==> config.mk <==
export PLATFORM = sky130hd
export DESIGN_NAME = wdprc_top
export DESIGN_NICKNAME = d
export VERILOG_FILES = /design/src/logic/wdprc_pkg.sv /design/src/logic/wdprc_rst_filter.sv /design/src/logic/wdprc_wdt_counter.sv /design/src/logic/wdprc_top.sv
export SDC_FILE = /design/constraint.sdc
export NUM_CORES = 1
export LEC_CHECK = 0
export BUFFER_PORTS_ARGS = -buffer_cell sky130_fd_sc_hd__buf_4
export CAP_MARGIN = 20
export CORE_MARGIN = 1
export CORE_UTILIZATION = 57
export CTS_BUF_LIST = sky130_fd_sc_hd__clkbuf_2 sky130_fd_sc_hd__clkbuf_4 sky130_fd_sc_hd__clkbuf_8
export CTS_CLUSTER_DIAMETER = 100
export CTS_CLUSTER_SIZE = 14
export DETAILED_ROUTE_END_ITERATION = 7
export PLACE_DENSITY_LB_ADDON = 0.12
export SYNTH_ARGS = -nofsm -noshare
export SYNTH_HDL_FRONTEND = slang
export SYNTH_SLANG_ARGS = --single-unit
==> constraint.sdc <==
create_clock -name mclk -period 4.09 [get_ports mclk]
set_input_delay 0.818 -clock mclk [delete_from_list [all_inputs] [get_ports mclk]]
set_output_delay 0.818 -clock mclk [all_outputs]
set_load 0.01 [all_outputs]
==> src/logic/wdprc_pkg.sv <==
package wdprc_pkg;
   // Register map (byte addresses on the plain register port)
   localparam logic [7:0] ADDR_WDT_CTRL = 8'h00;
   localparam logic [7:0] ADDR_PWR_CTRL = 8'h01;
   localparam logic [7:0] ADDR_STATUS   = 8'h02;
   // Watchdog control layout
   localparam int WDC_EN_BIT   = 7;
   localparam int WDC_CLR_BIT  = 6;
   localparam int WDC_IRUN_BIT = 3;
   localparam int WDC_PS_LSB   = 0;
   localparam int PS_W         = 3;
   // Power control layout
   localparam int PWR_POF_BIT  = 4;
   localparam int PWR_GF1_BIT  = 3;
   localparam int PWR_GF0_BIT  = 2;
   localparam int PWR_PD_BIT   = 1;
   localparam int PWR_IDL_BIT  = 0;
   // Status layout
   localparam int ST_WDT_BIT   = 7;
   localparam int ST_EXT_BIT   = 6;
   // Reset values
   localparam logic [7:0] WDT_CTRL_RST = 8'h00;
   localparam logic [7:0] SFR_RST_VAL  = 8'h00;
   localparam logic [7:0] PORT_RST_VAL = 8'hff;
   localparam logic [7:0] SP_RST_VAL   = 8'h07;
   // Timing: two phases per state, six states per machine cycle
   localparam logic [2:0] LAST_STATE   = 3'h5;
   localparam logic [2:0] SAMPLE_STATE = 3'h4;
   localparam logic       SAMPLE_PHASE = 1'b1;
   localparam int WDT_BITS     = 14;
   localparam int PRE_BITS     = 8;
   localparam int RST_SAMPLES  = 2;
   localparam logic [1:0] WDT_RST_MC = 2'h2;
   localparam int PRE_MAX_SHIFT = 8;

   typedef enum logic [1:0] {PM_RUN, PM_IDLE, PM_PDOWN} wdprc_pmode_t;

   // Prescale select to log2 of division
   function automatic logic [3:0] wdprc_ps_shift(input logic [PS_W-1:0] sel);
      logic [3:0] s;
      s = 4'h1;
      unique case (sel)
         3'h0: s = 4'h1;
         3'h2: s = 4'h2;
         3'h1: s = 4'h3;
         3'h3: s = 4'h4;
         3'h4: s = 4'h5;
         3'h5: s = 4'h6;
         3'h6: s = 4'h7;
         3'h7: s = 4'h8;
      endcase
      return s;
   endfunction
endpackage

==> src/logic/wdprc_rst_filter.sv <==
`timescale 1ns/100ps
module wdprc_rst_filter
   import wdprc_pkg::*;
#(
   parameter int SAMPLES = RST_SAMPLES
) (
   input  wire logic mclk,
   input  wire logic reset,
   input  wire logic rst_pin,
   input  wire logic sample,
   output wire logic rst_out
);
   logic [SAMPLES-2:0] hist_ff;
   logic               out_ff;
   logic [SAMPLES-1:0] win;

   assign win = {hist_ff, rst_pin};

   // Sample history, taken only on the sample strobe
   always_ff @(posedge mclk or posedge reset) begin
      if (reset) begin
         hist_ff <= '0;
      end else if (sample) begin
         hist_ff <= win[SAMPLES-2:0];
      end
   end

   // Hysteresis: a lone high or low sample never flips the output
   always_ff @(posedge mclk or posedge reset) begin
      if (reset) begin
         out_ff <= 1'b0;
      end else if (sample && &win) begin
         out_ff <= 1'b1;
      end else if (sample && ~|win) begin
         out_ff <= 1'b0;
      end
   end

   assign rst_out = out_ff;
endmodule

==> src/logic/wdprc_wdt_counter.sv <==
`timescale 1ns/100ps
module wdprc_wdt_counter
   import wdprc_pkg::*;
#(
   parameter int CNT_W = WDT_BITS,
   parameter int PRE_W = PRE_BITS
) (
   input  wire logic            mclk,
   input  wire logic            reset,
   input  wire logic            mc_tick,
   input  wire logic            run,
   input  wire logic            clear,
   input  wire logic [PS_W-1:0] ps_sel,
   output wire logic [CNT_W-1:0] count,
   output wire logic            timeout
);
   logic [PRE_W-1:0] pre_ff;
   logic [CNT_W-1:0] cnt_ff;
   logic             tmo_ff;
   logic [PRE_W-1:0] pre_mask;
   logic             pre_tick;
   logic             step;

   // Prescaler wraps at 2^shift machine cycles
   assign pre_mask = PRE_W'((1 << wdprc_ps_shift(ps_sel)) - 1);
   assign pre_tick = (pre_ff == pre_mask);
   assign step     = run && mc_tick && pre_tick;

   always_ff @(posedge mclk or posedge reset) begin
      if (reset) begin
         pre_ff <= '0;
      end else if (clear) begin
         pre_ff <= '0;
      end else if (run && mc_tick) begin
         pre_ff <= pre_tick ? '0 : PRE_W'(pre_ff + 1'b1);
      end
   end

   // Main count wraps after 2^CNT_W prescaled ticks
   always_ff @(posedge mclk or posedge reset) begin
      if (reset) begin
         cnt_ff <= '0;
         tmo_ff <= 1'b0;
      end else begin
         tmo_ff <= step && !clear && (&cnt_ff);
         if (clear) begin
            cnt_ff <= '0;
         end else if (step) begin
            cnt_ff <= CNT_W'(cnt_ff + 1'b1);
         end
      end
   end

   assign count   = cnt_ff;
   assign timeout = tmo_ff;
endmodule

==> src/logic/wdprc_top.sv <==
// Strobed register access and the address map were left to the implementer.
`timescale 1ns/100ps
// Behaviour
// - Watchdog counts only while enabled
// - Clear zeroes counter, prescaler; self-clears
// - Idle-run bit keeps watchdog counting in idle
// - Prescale select picks divide 2 to 256
// - Timeout after 2^14 prescaled machine cycles
// - Clear takes effect next machine cycle
// - Any system reset zeroes watchdog
// - Input clock halved before internal use
// - Idle stops core clock, peripherals run
// - Interrupt or reset ends idle
// - Power-down stops all clocks, oscillator too
// - Only reset ends power-down
// - Reset pin sampled once per cycle, RESET_SAMPLE_PHASE; every edge in power-down
// - Reset pin glitches are filtered out
// - Reset loads ports, stack, SFR defaults
// - Enabled watchdog timeout resets system
// - Power-off flag set at power-on only
module wdprc_top
   import wdprc_pkg::*;
(
   input  wire logic       mclk,
   input  wire logic       reset,
   input  wire logic       rst_pin,
   input  wire logic       irq_taken,
   input  wire logic [7:0] addr,
   input  wire logic [7:0] wdata,
   input  wire logic       wr_en,
   input  wire logic       rd_en,
   output wire logic [7:0] rdata,
   output wire logic       core_clk_en,
   output wire logic       periph_clk_en,
   output wire logic       osc_run,
   output wire logic       machine_cycle,
   output wire logic       sys_reset,
   output wire logic       wdt_reset,
   output wire logic [7:0] port_rst_val,
   output wire logic [7:0] sp_rst_val,
   output wire logic [7:0] sfr_rst_val
);
   wdprc_pmode_t          mode_ff;
   wdprc_pmode_t          nxt_mode;
   logic                  phase_ff;
   logic [2:0]            state_ff;
   logic                  mc_ff;
   logic                  en_ff;
   logic                  clr_ff;
   logic                  irun_ff;
   logic [PS_W-1:0]       ps_ff;
   logic                  pof_ff;
   logic                  gf1_ff;
   logic                  gf0_ff;
   logic                  hold_ff;
   logic [1:0]            hold_cnt_ff;
   logic                  wdt_seen_ff;
   logic                  ext_seen_ff;
   logic [7:0]            rdata_ff;
   logic                  ext_rst;
   logic                  sample_pulse;
   logic                  filt_sample;
   logic                  wdt_run;
   logic                  wdt_clear;
   logic [WDT_BITS-1:0]   wdt_count;
   logic                  wdt_timeout;
   logic                  wr_wdt;
   logic                  wr_pwr;
   logic                  wr_st;
   logic                  rst_any;

   assign rst_any = ext_rst || hold_ff;
   assign wr_wdt  = wr_en && (addr == ADDR_WDT_CTRL) && !rst_any;
   assign wr_pwr  = wr_en && (addr == ADDR_PWR_CTRL) && !rst_any;
   assign wr_st   = wr_en && (addr == ADDR_STATUS) && !rst_any;

   // Halved clock: phase toggles each rising edge, so duty cycle of mclk is irrelevant
   always_ff @(posedge mclk or posedge reset) begin
      if (reset) begin
         phase_ff <= 1'b0;
      end else if (mode_ff != PM_PDOWN) begin
         phase_ff <= ~phase_ff;
      end
   end

   // State counter S1..S6; one machine cycle is twelve input clocks
   always_ff @(posedge mclk or posedge reset) begin
      if (reset) begin
         state_ff <= 3'h0;
      end else if (mode_ff != PM_PDOWN && phase_ff) begin
         state_ff <= (state_ff == LAST_STATE) ? 3'h0 : 3'(state_ff + 1'b1);
      end
   end

   // Machine-cycle pulse at the end of S6P2
   always_ff @(posedge mclk or posedge reset) begin
      if (reset) begin
         mc_ff <= 1'b0;
      end else begin
         mc_ff <= (mode_ff != PM_PDOWN) && phase_ff && (state_ff == LAST_STATE);
      end
   end

   // Pin sampled at RESET_SAMPLE_PHASE; in power-down the oscillator is stopped, so the
   // filter is strobed every edge to let a reset wake the part
   assign sample_pulse = (state_ff == SAMPLE_STATE) && (phase_ff == SAMPLE_PHASE);
   assign filt_sample  = sample_pulse || (mode_ff == PM_PDOWN);

   wdprc_rst_filter #(
      .SAMPLES (RST_SAMPLES)
   ) u_filter (
      .mclk    (mclk),
      .reset   (reset),
      .rst_pin (rst_pin),
      .sample  (filt_sample),
      .rst_out (ext_rst)
   );

   // Watchdog control: software fields
   always_ff @(posedge mclk or posedge reset) begin
      if (reset) begin
         en_ff   <= WDT_CTRL_RST[WDC_EN_BIT];
         irun_ff <= WDT_CTRL_RST[WDC_IRUN_BIT];
         ps_ff   <= WDT_CTRL_RST[WDC_PS_LSB +: PS_W];
      end else if (rst_any) begin
         en_ff   <= WDT_CTRL_RST[WDC_EN_BIT];
         irun_ff <= WDT_CTRL_RST[WDC_IRUN_BIT];
         ps_ff   <= WDT_CTRL_RST[WDC_PS_LSB +: PS_W];
      end else if (wr_wdt) begin
         en_ff   <= wdata[WDC_EN_BIT];
         irun_ff <= wdata[WDC_IRUN_BIT];
         ps_ff   <= wdata[WDC_PS_LSB +: PS_W];
      end
   end

   // Clear bit: a new write wins over the self-clear in the same cycle
   always_ff @(posedge mclk or posedge reset) begin
      if (reset) begin
         clr_ff <= 1'b0;
      end else if (rst_any) begin
         clr_ff <= 1'b0;
      end else if (wr_wdt && wdata[WDC_CLR_BIT]) begin
         clr_ff <= 1'b1;
      end else if (mc_ff) begin
         clr_ff <= 1'b0;
      end
   end

   // Counting gate: enable, oscillator alive, idle only if allowed
   assign wdt_run = en_ff && (mode_ff != PM_PDOWN) &&
                    (mode_ff != PM_IDLE || irun_ff);
   assign wdt_clear = (clr_ff && mc_ff) || rst_any;

   wdprc_wdt_counter #(
      .CNT_W (WDT_BITS),
      .PRE_W (PRE_BITS)
   ) u_wdt (
      .mclk    (mclk),
      .reset   (reset),
      .mc_tick (mc_ff),
      .run     (wdt_run),
      .clear   (wdt_clear),
      .ps_sel  (ps_ff),
      .count   (wdt_count),
      .timeout (wdt_timeout)
   );

   // Watchdog reset stretch, counted in machine cycles
   always_ff @(posedge mclk or posedge reset) begin
      if (reset) begin
         hold_ff     <= 1'b0;
         hold_cnt_ff <= 2'h0;
      end else if (wdt_timeout) begin
         hold_ff     <= 1'b1;
         hold_cnt_ff <= 2'h0;
      end else if (hold_ff && mc_ff) begin
         hold_cnt_ff <= 2'(hold_cnt_ff + 1'b1);
         if (hold_cnt_ff == WDT_RST_MC - 2'h1) begin
            hold_ff <= 1'b0;
         end
      end
   end

   // Power mode: power-down has priority over idle in one write
   always_comb begin
      nxt_mode = mode_ff;
      unique case (mode_ff)
         PM_RUN: begin
            if (wr_pwr && wdata[PWR_PD_BIT]) begin
               nxt_mode = PM_PDOWN;
            end else if (wr_pwr && wdata[PWR_IDL_BIT]) begin
               nxt_mode = PM_IDLE;
            end
         end
         PM_IDLE: begin
            if (irq_taken) begin
               nxt_mode = PM_RUN;
            end
         end
         PM_PDOWN: begin
            nxt_mode = PM_PDOWN;
         end
      endcase
      if (rst_any) begin
         nxt_mode = PM_RUN;
      end
   end

   always_ff @(posedge mclk or posedge reset) begin
      if (reset) begin
         mode_ff <= PM_RUN;
      end else begin
         mode_ff <= nxt_mode;
      end
   end

   // Power control flags; the power-off flag survives warm resets
   always_ff @(posedge mclk or posedge reset) begin
      if (reset) begin
         pof_ff <= 1'b1;
         gf1_ff <= SFR_RST_VAL[PWR_GF1_BIT];
         gf0_ff <= SFR_RST_VAL[PWR_GF0_BIT];
      end else if (rst_any) begin
         gf1_ff <= SFR_RST_VAL[PWR_GF1_BIT];
         gf0_ff <= SFR_RST_VAL[PWR_GF0_BIT];
      end else if (wr_pwr) begin
         pof_ff <= wdata[PWR_POF_BIT];
         gf1_ff <= wdata[PWR_GF1_BIT];
         gf0_ff <= wdata[PWR_GF0_BIT];
      end
   end

   // Reset cause flags: hardware set wins over a write-one clear
   always_ff @(posedge mclk or posedge reset) begin
      if (reset) begin
         wdt_seen_ff <= 1'b0;
         ext_seen_ff <= 1'b0;
      end else begin
         if (wdt_timeout) begin
            wdt_seen_ff <= 1'b1;
         end else if (wr_st && wdata[ST_WDT_BIT]) begin
            wdt_seen_ff <= 1'b0;
         end
         if (ext_rst) begin
            ext_seen_ff <= 1'b1;
         end else if (wr_st && wdata[ST_EXT_BIT]) begin
            ext_seen_ff <= 1'b0;
         end
      end
   end

   // Read data stands one cycle after the strobe; unmapped reads as zero
   always_ff @(posedge mclk or posedge reset) begin
      if (reset) begin
         rdata_ff <= 8'h00;
      end else if (rd_en) begin
         unique case (addr)
            ADDR_WDT_CTRL: rdata_ff <= {en_ff, clr_ff, 2'h0, irun_ff, ps_ff};
            ADDR_PWR_CTRL: rdata_ff <= {3'h0, pof_ff, gf1_ff, gf0_ff,
                                        mode_ff == PM_PDOWN, mode_ff == PM_IDLE};
            ADDR_STATUS:   rdata_ff <= {wdt_seen_ff, ext_seen_ff,
                                        wdt_count[WDT_BITS-1 -: 6]};
            default:       rdata_ff <= 8'h00;
         endcase
      end else begin
         rdata_ff <= 8'h00;
      end
   end

   assign rdata         = rdata_ff;
   assign core_clk_en   = (mode_ff == PM_RUN);
   assign periph_clk_en = (mode_ff != PM_PDOWN);
   assign osc_run       = (mode_ff != PM_PDOWN);
   assign machine_cycle = mc_ff;
   assign sys_reset     = rst_any;
   assign wdt_reset     = hold_ff;
   // Load values the core applies while sys_reset stands
   assign port_rst_val  = PORT_RST_VAL;
   assign sp_rst_val    = SP_RST_VAL;
   assign sfr_rst_val   = SFR_RST_VAL;
endmodule

Word-level counts from Yosys, hierarchy flattened
Memories as Yosys holds them, arrays and structs flattened.
Index checks and enable logic that the tools add are counted.
{"block": "totals", "wordCells": 128, "out_inout_bits": 38, "romBits": 32, "n_memories": 1, "reg_bits": 54, "input_bits": 22}
{"block": "classes", "bitwise_logic": 2, "n_addsub": 5, "n_mux": 37, "n_reduce_logical": 49, "n_eq_ne": 12, "shift": 1}
{"memory": "(no name shown)", "words": 8, "word_bits": 4, "rd": 1, "rd_ports_with_merged_regs": 0, "wr": 0, "line_no": "wdprc_pkg.sv:42", "rtl": "unique case (sel)"}
{"operator": "$mux 8", "count": 4}
{"operator": "$mux 14", "count": 2}
{"operator": "$logic_and 1x1->1", "count": 24}
{"operator": "$pmux 8 s3", "count": 1}
{"operator": "$mux 1", "count": 20}
{"operator": "$reduce_bool 2->1", "count": 9}
{"operator": "$add 14x1->14 const B", "count": 1}
{"operator": "$reduce_and 14->1", "count": 1}
{"operator": "$mux 2", "count": 6}
{"operator": "$mux 3", "count": 3}
{"operator": "$add 8x1->8 const B", "count": 1}
{"operator": "$eq 8x1->1 const B", "count": 1}
{"operator": "$eq 8x2->1 const B", "count": 1}
{"operator": "$eq 8x8->1", "count": 1}
{"operator": "$logic_not 8->1", "count": 1}
{"operator": "$reduce_and 2->1", "count": 4}
{"operator": "$shl 1x4->8 const A", "count": 1}
{"operator": "$sub 8x2->8 const B", "count": 1}
{"operator": "$eq 3x3->1 const B", "count": 2}
{"operator": "$pmux 2 s3", "count": 1}
{"operator": "$eq 2x1->1 const B", "count": 2}
{"operator": "$logic_or 1x1->1", "count": 4}
{"operator": "$ne 4x1->1 const B", "count": 1}
{"operator": "$add 3x1->3 const B", "count": 1}
{"operator": "other kinds (10)", "count": 13}

Logic depth before layout (Yosys ltp)
Gate-level depths: netlist (run 1).
{"block": "logic_depth", "ltp_word": 8, "mapped_depth": 14, "depth_no_buf": 11}

Hierarchy
Synthesis (run 1) repeated with hierarchy kept, for this count alone.
{"block": "unflattened", "cells_unflattened": 358, "hier_area_um2": 3367.0}
{"mod": "wdprc_top", "cells_each": 173, "n_inst": 1, "area_each_um2": 1672.9, "seq_area_each_um2": 726.9}
{"mod": "wdprc_wdt_counter", "cells_each": 178, "n_inst": 1, "area_each_um2": 1606.5, "seq_area_each_um2": 575.6}
{"mod": "wdprc_rst_filter", "cells_each": 7, "n_inst": 1, "area_each_um2": 87.6, "seq_area_each_um2": 50.0}

Least setup slack after synthesis (run 1)
OpenSTA, ideal clock, no wires.
{"block": "synth_path", "path_type": "reg-to-reg", "startpoint": "register ps_ff[1]", "endpoint": "register u_wdt.cnt_ff[13] (netlist: u_wdt.count[13])", "path_buffers": 3, "required_time_ns": 4.012, "arrival_time_ns": 2.998, "setup_ns": 0.078, "setup_slack_ns": 1.014, "synth_period_minus_slack_ns": 3.076, "stages_incl_launch_ff": 15, "cell_sequence": "dfrtp_1 > ha_1 > buf_4 > nor4b_4 > inv_1 > ha_1 > buf_2 > nand2b_1 > o21ai_0 > a211o_1 > o211ai_1 > nand4_2 > buf_6 > or3_1 > a21oi_1"}
{"block": "synth_between", "elab_chain_cells": 6}
{"element": "from (decl)", "line_no": "wdprc_top.sv:51", "rtl": "logic [PS_W-1:0] ps_ff;"}
{"element": "from (signal assigned)", "line_no": "wdprc_top.sv:124", "rtl": "ps_ff <= WDT_CTRL_RST[WDC_PS_LSB +: PS_W];"}
{"element": "from (signal assigned)", "line_no": "wdprc_top.sv:128", "rtl": "ps_ff <= WDT_CTRL_RST[WDC_PS_LSB +: PS_W];"}
{"element": "from (signal assigned)", "line_no": "wdprc_top.sv:132", "rtl": "ps_ff <= wdata[WDC_PS_LSB +: PS_W];"}
{"element": "$mem_v2 8x4"}
{"element": "$shl 1x4->8", "line_no": "wdprc_wdt_counter.sv:25", "rtl": "assign pre_mask = PRE_W'((1 << wdprc_ps_shift(ps_sel)) - 1);"}
{"element": "$sub 8x2->8", "line_no": "wdprc_wdt_counter.sv:25"}
{"element": "$eq 8x8->1", "line_no": "wdprc_wdt_counter.sv:26", "rtl": "assign pre_tick = (pre_ff == pre_mask);"}
{"element": "$logic_and 1x1->1", "line_no": "wdprc_wdt_counter.sv:27", "rtl": "assign step = run && mc_tick && pre_tick;"}
{"element": "$reduce_bool 2->1 (no line)"}
{"element": "to (signal assigned)", "line_no": "wdprc_wdt_counter.sv:49", "rtl": "cnt_ff <= CNT_W'(cnt_ff + 1'b1);"}
{"element": "to (decl)", "line_no": "wdprc_wdt_counter.sv:18", "rtl": "logic [CNT_W-1:0] cnt_ff;"}
Every way passes these cells.
A chain may end at the register's enable or synchronous reset.

Worst setup path in the final report (run 1)
{"block": "layout_path", "startpoint": "register ps_ff[0]", "endpoint": "register u_wdt.cnt_ff[4] (netlist: u_wdt.count[4])"}
The elaborated chain is that of the path after synthesis.

==> impl_results.md, run 1 <==
- Status: completed
- Hold Path Stages: 1
- IO buf count: 34
- Sink Count: between 50 and 60
- Async SR Flop Fraction: between 90% and 100%
- Setup CP Type: reg2reg
- Crit path top cell by count: ha_1
- IO Count: 60
- Required time of the critical path: around 4300 ps
- Period utilisation layout: between 80% and 90%
- Post-detail-place hpwl: 4610 microns
- GPL Wtd Cong: approximately 0.80
- Hold Startpoint: u_filter.hist_ff
- Synth Register Bits: 54
- CP cell instances: ha_1 > nor2_1 > nand2_1 > ha_1 > nand4b_1 > o21ai_0 > a211o_1 > o211ai_1 > nand4_2 > buf_4 > or3_1 > a21oi_1
- Final design utilization: 65.0%
- Net Sw Frac: between 20 and 30%
- CTS Hold Buffers Added: 0
- Final hold vios: 0
- Synth-to-layout area growth: 8.72%
- Critical Path Source Type: flop
- Fmax: approximately 0.28 GHz
- Avg Vias per Cell: about 5.6
- Placement Cell Area: between 3000 and 4000 sq um
- Worst-path fanout max: 27
- WL/cell: approximately 13 microns
- Vias post-DR: between 2,000 and 3,000
- VDD IR max: 0.000272 V
- Inserted Clock Buffers: 5
- Layout Nets: 434
- Core Region: ~5500 sq um
- Worst Setup End Kind: flop
- Post-Syn Area: 3310 sq um
- R2r endpoint: u_wdt.count[4]
- Fill count: approximately 480
- Power per cell area: about 300 nW/um^2
- Ys flop type: dfrtp_1
- Slew @ Worst Pin: between 800 and 900 ps
- CTS H-tree lvls: 2
- Share of layout cells above drive strength 1: between 10 and 15%
- First-pass GRT wire length: ~11,000 microns
- Clock Path Buffers: 2
- Initial antenna violation count: 0
- DRT Pass-1 Iters: 4
- Slew HR: between 40% and 50%
- Largest delay contributor family on the critical path: adder cells
- WL final: ~6400 microns
- Worst Reg-to-Reg Cells: 12
- Site row count: 27
- NetSw: around 0.0003 W
- GRT Resource Usage Total: a little under a quarter
- Post-route antenna net violation count: 0
- Final setup viols: 0
- Chip width: between 70 and 80 microns
- Sequential Power Share: 53.8%
- Post-cts sizing count: 0
- CP max stage cell: ha_1
- Max-Cap Viols: 0
- Clk slew on worst S/H paths: about 100 ps
- Die area: approximately 6100 sq um
- Post-layout minimum cycle time: approximately 3600 ps
- GRT overflow: 0
- Final Max Tran Viols: 0
- Setup bufs post-CTS: 0
- Final instance area: between 3000 and 4000 sq um
- Syn Area/Cell: just under 9 sq um
- Largest net degree at the start of global routing: 32
- Worst skew pair latency: 310 ps
- Arr. time, crit path: about 3800 ps
- Yosys cell types: 53
- Combinational Power Share: 12.6%
- Drc violations: 0
- EDFF count, synth: 0
- Reg2reg start: ps_ff[0]
- Leak: ~1.5 nW
- Chip height: 78.3 microns
- Clock power frac: between 30% and 40%
- HP Class: reg2reg
- Skew final: between 10 and 15 ps
- RSZ-0062 raised after global routing: no
- Mapped Cells: ~380
- Number of global-route vias before repair: between 2,000 and 2,500
- Ant diodes: 0
- CP bufs+invs: 1
- TNS Setup: 0 ps
- Synth warn: 0
- Initial DRC count: roughly 150
- Seq/Total Area, Yosys: between 40% and 50%
- Root Driver: clkbuf_8
- TritonCTS clock tree: built
- Worst reg2reg setup slack: 510 ps
- Int Pwr: between 0.0008 and 0.0009 W
- WHS Endpoint: u_filter.hist_ff
- Initial Util: 59.8%
- Worst path max stage delay: 600 ps
[cell type report]
| cell class | count | area [sq um] | share of cell area (%) |
|---|---|---|---|
| repair buffers | 38 | 285 | 7.92 |
| clock inverters | 3 | 47.5 | 1.32 |
| multi-input cells | 287 | 1690 | 46.9 |
| clock buffers | 5 | 68.8 | 1.91 |
| flip-flops and latches | 54 | 1350 | 37.5 |
| inverters | 18 | 67.6 | 1.87 |
| well taps | 72 | 90.1 | 2.50 |
[state kept, by name, summed over array words and instances, names as in the netlist, 2 cells and up]
signal / cells
ps_ff: 3
u_wdt.pre_ff: 8
hold_cnt_ff: 2
u_wdt.count: 14
mode_ff: 2
state_ff: 3
rdata: 8
[synthesized netlist by cell type, types with 3 or more instances]
master      n  area share [%]
nor2_1     24             2.7
and3_1      5            0.94
ha_1        8             3.0
inv_1      17             1.9
nor3b_1     4            0.91
o21a_1      3            0.68
o21ai_0    25             3.8
a21o_1      6             1.4
nor2b_1    14             2.6
nand2_1    42             4.8
or3_1      14             2.6
xnor2_1     4             1.1
o2111ai_1   3            0.79
mux2i_1    10             3.0
nand3_1    19             2.9
clkbuf_1   11             1.2
a21oi_1    30             4.5
xor2_1      4             1.1
dfrtp_1    53              40
buf_2       6            0.91
a31oi_1     5            0.94
nand2b_1    4            0.75
nor3_1      8             1.2
buf_4      27             6.1
[placed cells by master, fill, tap and decap left out, drive strengths merged, types with 6 or more instances in the layout]
master and instances:
a21o 6, a21oi 30, buf 38, conb 24
dfrtp 53, ha 8, inv 19, mux2i 10
nand2 42, nand3 19, nor2 24, nor2b 14
nor3 8, o21ai 25, or3 14
[kinds of logic after synthesis]
family | after synthesis | share of synthesized area [%]
AOI/OAI and AO/OA | 85 | 15.5
buffers and inverters | 63 | 10.6
DFF | 54 | 40.8
xor gates and xnor gates | 8 | 2.11
muxes | 11 | 3.36
adders and majority gates | 8 | 3.02
and+or+nand+nor | 151 | 24.3
other | 2 | 0.227
[power groups by stage]
stage,clock (W),combinational [W],sequential [W]
after detailed placement,0,0.000140,0.000601
after floorplan,0,0.000115,0.000596
final,0.000368,0.000139,0.000591
after global placement,0,0.000136,0.000600
after global routing,0.000403,0.000158,0.000597
after CTS,0.000375,0.000141,0.000591
[per-stage QoR]
stage | std cells | setup slack (ps) | hold WS [ps] | total power, W
after floorplan | 404 | 1010 | 443 | 0.000711
final | 477 | 514 | 491 | 0.00110
after detailed placement | 469 | 541 | 463 | 0.000742
after global routing | 477 | 194 | 532 | 0.00116
after CTS | 477 | 514 | 488 | 0.00111
after global placement | 469 | 619 | 454 | 0.000736
[layer usage]
metal  share of wire, %  global-route usage [%]  vias to the layer above
met5                  0                       0                        -
met4               0.84                    5.74                        0
met3                5.4                    4.19                        4
met2                 46                    36.7                       64
met1                 47                    32.2                     1292
li1                   -                       -                     1320
[how the worst max path moves through the flow]
stage | start | end | slack [ps] | cells past startpoint
after detailed placement | ps_ff[0] | u_wdt.count[4] | 540 | 12
after floorplan | ps_ff[1] | u_wdt.count[13] | 1010 | 14
after CTS | ps_ff[0] | u_wdt.count[8] | 510 | 12
final | ps_ff[0] | u_wdt.count[4] | 510 | 12
after global routing | ps_ff[0] | u_wdt.count[4] | 190 | 12
after global placement | ps_ff[0] | u_wdt.count[6] | 620 | 12
(Power assumes the default switching activity.)
==> run 2, diff against run 1 <==
--- a/config.mk
+++ b/config.mk
@@ -14,6 +14,7 @@
 export CTS_CLUSTER_SIZE = 14
 export DETAILED_ROUTE_END_ITERATION = 7
 export PLACE_DENSITY_LB_ADDON = 0.12
+export RECOVER_POWER = 25
 export SYNTH_ARGS = -nofsm -noshare
 export SYNTH_HDL_FRONTEND = slang
 export SYNTH_SLANG_ARGS = --single-unit
==> impl_results.md, run 2 (synthesis results as in run 1) <==
- Leak: 1.55 nW
- Post-route antenna net violation count: 0
- Avg Vias per Cell: between 5 and 6
- Inserted Clock Buffers: 5
- Chip height: 78.3 microns
- GRT Resource Usage Total: 22.9%
- WL/cell: between 10 and 15 microns
- Power per cell area: roughly 300 nW/um^2
- Status: completed
- Ant diodes: 0
- Initial Util: between 50 and 60%
- Die area: ~6100 sq um
- Skew final: 14.2 ps
- Number of global-route vias before repair: 2,448
- Post-cts sizing count: 0
- Placement Cell Area: approximately 3500 sq um
- CP cell instances: ha_1 > nor2_1 > nand2_1 > ha_1 > nand4b_1 > o21ai_0 > a211o_1 > o211ai_1 > nand4_2 > buf_4 > or3_1 > a21oi_1
- Post-layout minimum cycle time: 3580 ps
- TNS Setup: 0 ps
- Initial DRC count: about 140
- Largest net degree at the start of global routing: 32
- Crit path top cell by count: ha_1
- Sequential Power Share: 53.8%
- Clk slew on worst S/H paths: around 100 ps
- Worst-path fanout max: 27
- Max FFs per register: 14
- Int Pwr: between 0.0008 and 0.0009 W
- Core Region: approximately 5500 sq um
- Slew @ Worst Pin: between 1000 and 1500 ps
- Final setup viols: 0
- Root Driver: clkbuf_8
- Required time of the critical path: 4300 ps
- HP Class: reg2reg
- TritonCTS clock tree: built
- DRT Pass-1 Iters: 5
- Worst path max stage delay: approximately 600 ps
- IO buf count: 34
- Sink Count: 54
- CTS Hold Buffers Added: 0
- Initial antenna violation count: 0
- GRT overflow: 0
- Arr. time, crit path: approximately 3800 ps
- Clock power frac: around 34%
- Vias post-DR: between 2,000 and 3,000
- Final Max Tran Viols: 0
- VDD IR max: 0.000272 V
- NetSw: between 0.0002 and 0.0003 W
- Worst skew pair latency: just over 300 ps
- WL final: between 6000 and 7000 microns
- CTS H-tree lvls: 2
- Clock Path Buffers: 2
- CP max stage cell: ha_1
- Net Sw Frac: a little over a quarter
- Final instance area: roughly 3600 sq um
- Period utilisation layout: 87.6%
- Worst Setup End Kind: flop
- Hold Startpoint: u_filter.hist_ff
- Fmax: 0.279 GHz
- Site row count: 27
- Critical Path Source Type: flop
- RSZ-0062 raised after global routing: no
- Final hold vios: 0
- Most frequent cells in the layout: dfrtp_1, nand2_1, buf_4
- Commonest non-fill, non-tap cell in the layout: dfrtp_1
- Max-Cap Viols: 0
- Chip width: a little under 80 microns
- Setup CP Type: reg2reg
- Synth-to-layout area growth: 8.72%
- Drc violations: 0
- Combinational Power Share: 12.6%
- Post-detail-place hpwl: around 4600 microns
- First-pass GRT wire length: around 11,000 microns
- GPL Wtd Cong: 0.803
- Worst Setup SP: ps_ff[0]
- Layout Nets: roughly 430
- Share of layout cells above drive strength 1: 14.1%
- Setup bufs post-CTS: 0
- Hold_ws: 493 ps
- IO Count: 60
- Slew HR: 20.3%
- Reg2reg start: ps_ff[0]
run 2: per-stage QoR:
| stage | cells | setup slack (ps) | total power (W) | utilization, % |
|---|---|---|---|---|
| final | 477 | 508 | 0.00110 | 65.0 |
| after global placement | 469 | 619 | 0.000736 | 62.9 |
| after floorplan | 404 | 1010 | 0.000711 | - |
| after global routing | 477 | 194 | 0.00116 | 65.0 |
| after detailed placement | 469 | 541 | 0.000742 | 62.9 |
| after CTS | 477 | 514 | 0.00111 | 65.0 |
run 2: worst paths after layout:
check                                        end  slack (ps)  cells past startpoint
worst max-delay path              u_wdt.count[8]         510                     12
worst min-delay path            u_filter.hist_ff         490                      1
worst max register to register    u_wdt.count[8]         510                     12
worst min register to register  u_filter.hist_ff         490                      1
max in group asynchronous                  en_ff        2330                      3
min in group asynchronous         hold_cnt_ff[0]         820                      2
run 2: power by group through the flow:
| stage | Sequential, W | Combinational (W) | Clock (W) |
|---|---|---|---|
| 2_1_floorplan | 0.000596 | 0.000115 | 0 |
| 4_1_cts | 0.000591 | 0.000141 | 0.000375 |
| 3_3_place_gp | 0.000600 | 0.000136 | 0 |
| 3_5_place_dp | 0.000601 | 0.000140 | 0 |
| 5_1_grt | 0.000597 | 0.000158 | 0.000403 |
| 6_report | 0.000591 | 0.000138 | 0.000369 |
run 2: worst max-delay path: cells and delay by family (launching register included):
kind,cells,cell delay (ps)
AND/OR/NAND/NOR,5,860
flip-flops,1,580
AO/OA/AOI/OAI,4,870
adder cells (fa/ha/maj),2,920
buffers and inverters,1,220
run 2: cell type report:
class	count	area (sq um)
clock inverters	3	47.5
flip-flops and latches	54	1350
clock buffers	5	68.8
fillers	482	1940
multi-input cells	287	1690
repair buffers	38	285
inverters	18	67.6
well taps	72	90.1
run 2: metal layers:
layer,track usage [%],share of wire (%)
met4,5.74,1.3
met3,4.19,5.6
met1,32.2,47
met2,36.7,46
met5,0,0
==> run 3, diff against run 2 <==
--- a/config.mk
+++ b/config.mk
@@ -13,7 +13,7 @@
 export CTS_CLUSTER_DIAMETER = 100
 export CTS_CLUSTER_SIZE = 14
 export DETAILED_ROUTE_END_ITERATION = 7
-export PLACE_DENSITY_LB_ADDON = 0.12
+export PLACE_DENSITY = 0.92
 export RECOVER_POWER = 25
 export SYNTH_ARGS = -nofsm -noshare
 export SYNTH_HDL_FRONTEND = slang
==> impl_results.md, run 3 (synthesis results as in run 1) <==
- Slew @ Worst Pin: around 1600 ps
- Worst Setup SP: ps_ff[0]
- Setup bufs post-CTS: 0
- Leak: approximately 1.6 nW
- Met2 Usage GRT: just over 40%
- Max FFs per register: 14
- IO buf count: 34
- CP cell instances: ha_1 > nor4b_4 > inv_1 > ha_1 > nand2b_1 > o21ai_0 > a211o_1 > o211ai_1 > nand4_2 > or3_1 > a21oi_1
- CP max stage cell: or3_1
- TNS Setup: 0 ps
- First-pass GRT wire length: between 10,000 and 15,000 microns
- Post-detail-place hpwl: between 4000 and 5000 microns
- Largest net degree at the start of global routing: 30
- Root Driver: clkbuf_8
- Core Region: approximately 5500 sq um
- Share of layout cells above drive strength 1: approximately 15%
- Drc violations: 0
- Clk slew on worst S/H paths: roughly 100 ps
- Worst Reg-to-Reg Cells: 11
- Most used routing layer: met2
- Worst Setup End Kind: flop
- Post-placement cell count: between 400 and 500
- WL/cell: ~14 microns
- Initial antenna violation count: 0
- Global routing met1 resource utilization: slightly above 30%
- CP endpoint: u_wdt.count[12]
- WL final: approximately 6900 microns
- Placement Cell Area: 3530 sq um
- Avg Vias per Cell: slightly below 6
- Max-Cap Viols: 1
- Post-route antenna net violation count: 0
- TritonCTS clock tree: built
- Inserted Clock Buffers: 5
- Number of global-route vias before repair: approximately 2,600
- Reg2reg start: ps_ff[0]
- Synth-to-layout area growth: 9.51%
- Power per cell area: about 300 nW/um^2
- Critical Path Source Type: flop
- HP Class: reg2reg
- Worst reg2reg setup slack: 580 ps
- Die area: approximately 6100 sq um
- CP bufs+invs: 1
- Largest delay contributor family on the critical path: simple AND/OR/NAND/NOR gates
- Period utilisation layout: between 80 and 90%
- Initial DRC count: about 260
- Most frequent cells in the layout: dfrtp_1, nand2_1, buf_4
- Post-cts sizing count: 0
- GRT Resource Usage Total: between 20 and 25%
- M3 GR Usage: ~3.8%
- CTS Hold Buffers Added: 0
- Commonest non-fill, non-tap cell in the layout: dfrtp_1
- Clock Path Buffers: 2
- Final design utilization: 65.5%
- RSZ-0062 raised after global routing: no
- Initial Util: 59.8%
- Final hold vios: 0
- Chip width: 78.3 microns
- CTS H-tree lvls: 2
- GRT overflow: 0
- GPL Wtd Cong: 0.856
- Setup CP Type: reg2reg
- Required time of the critical path: roughly 4300 ps
- Vias post-DR: 2,789
- Site row count: 27
- Final Max Tran Viols: 30
- Worst path max stage delay: just over 500 ps
- Crit path top cell by count: ha_1
- Post-layout minimum cycle time: ~3500 ps
- DRT Pass-1 Iters: 4
- Finished Layout Cells: approximately 480
- VDD IR max: approximately 0.00036 V
- Chip height: between 70 and 80 microns
- IO Count: 60
- Final instance area: approximately 3600 sq um
- Failing checks: max-capacitance violations, max-slew violations
- Worst skew pair latency: ~310 ps
- Slew HR: -7.42%
- Sink Count: 54
- WP depth: 11
- Fmax: 0.285 GHz
- R2r endpoint: u_wdt.count[12]
- Layout Nets: 438
- Worst-path fanout max: 25
- Final setup viols: 0
- Skew final: 11.7 ps
- Arr. time, crit path: ~3700 ps
- Ant diodes: 0
- Status: finished, violations left
[run 3: through the flow]
step / hold slack, ps / setup WS, ps / total power [W]
floorplan: 443 / 1010 / 0.000711
global placement: 454 / 771 / 0.000734
detailed placement: 476 / 637 / 0.000742
CTS: 500 / 611 / 0.00111
global route: 509 / 262 / 0.00114
finish: 493 / 584 / 0.00110
[run 3: worst min path at each step]
stage | depth (start not counted) | endpoint | startpoint
after global routing | 1 | u_filter.hist_ff | u_filter.hist_ff
after floorplan | 1 | u_filter.hist_ff | u_filter.hist_ff
after global placement | 1 | u_filter.hist_ff | u_filter.hist_ff
final | 1 | u_filter.hist_ff | u_filter.hist_ff
after detailed placement | 1 | u_filter.hist_ff | u_filter.hist_ff
after CTS | 1 | u_filter.hist_ff | u_filter.hist_ff
[run 3: layout make-up]
cell class,instances,area [sq um]
clock inverters,3,47.5
well taps,72,90.1
fillers,429,1910
clock buffers,5,68.8
multi-input cells,287,1690
repair buffers,42,312
flip-flops and latches,54,1350
inverters,18,67.6
[run 3: power breakdown]
group / total, W / internal [W] / switching (W)
Clock: 0.000371 / 0.000186 / 0.000185
Combinational: 0.000139 / 0.0000530 / 0.0000860
Sequential: 0.000590 / 0.000562 / 0.0000281
[run 3: layer usage]
metal / vias up / part of all wire, % / routed length (microns)
met5: - / 0 / 0
met3: 8 / 5.3 / 362
met2: 96 / 51 / 3470
li1: 1332 / - / -
met1: 1353 / 43 / 2950
met4: 0 / 1.3 / 91
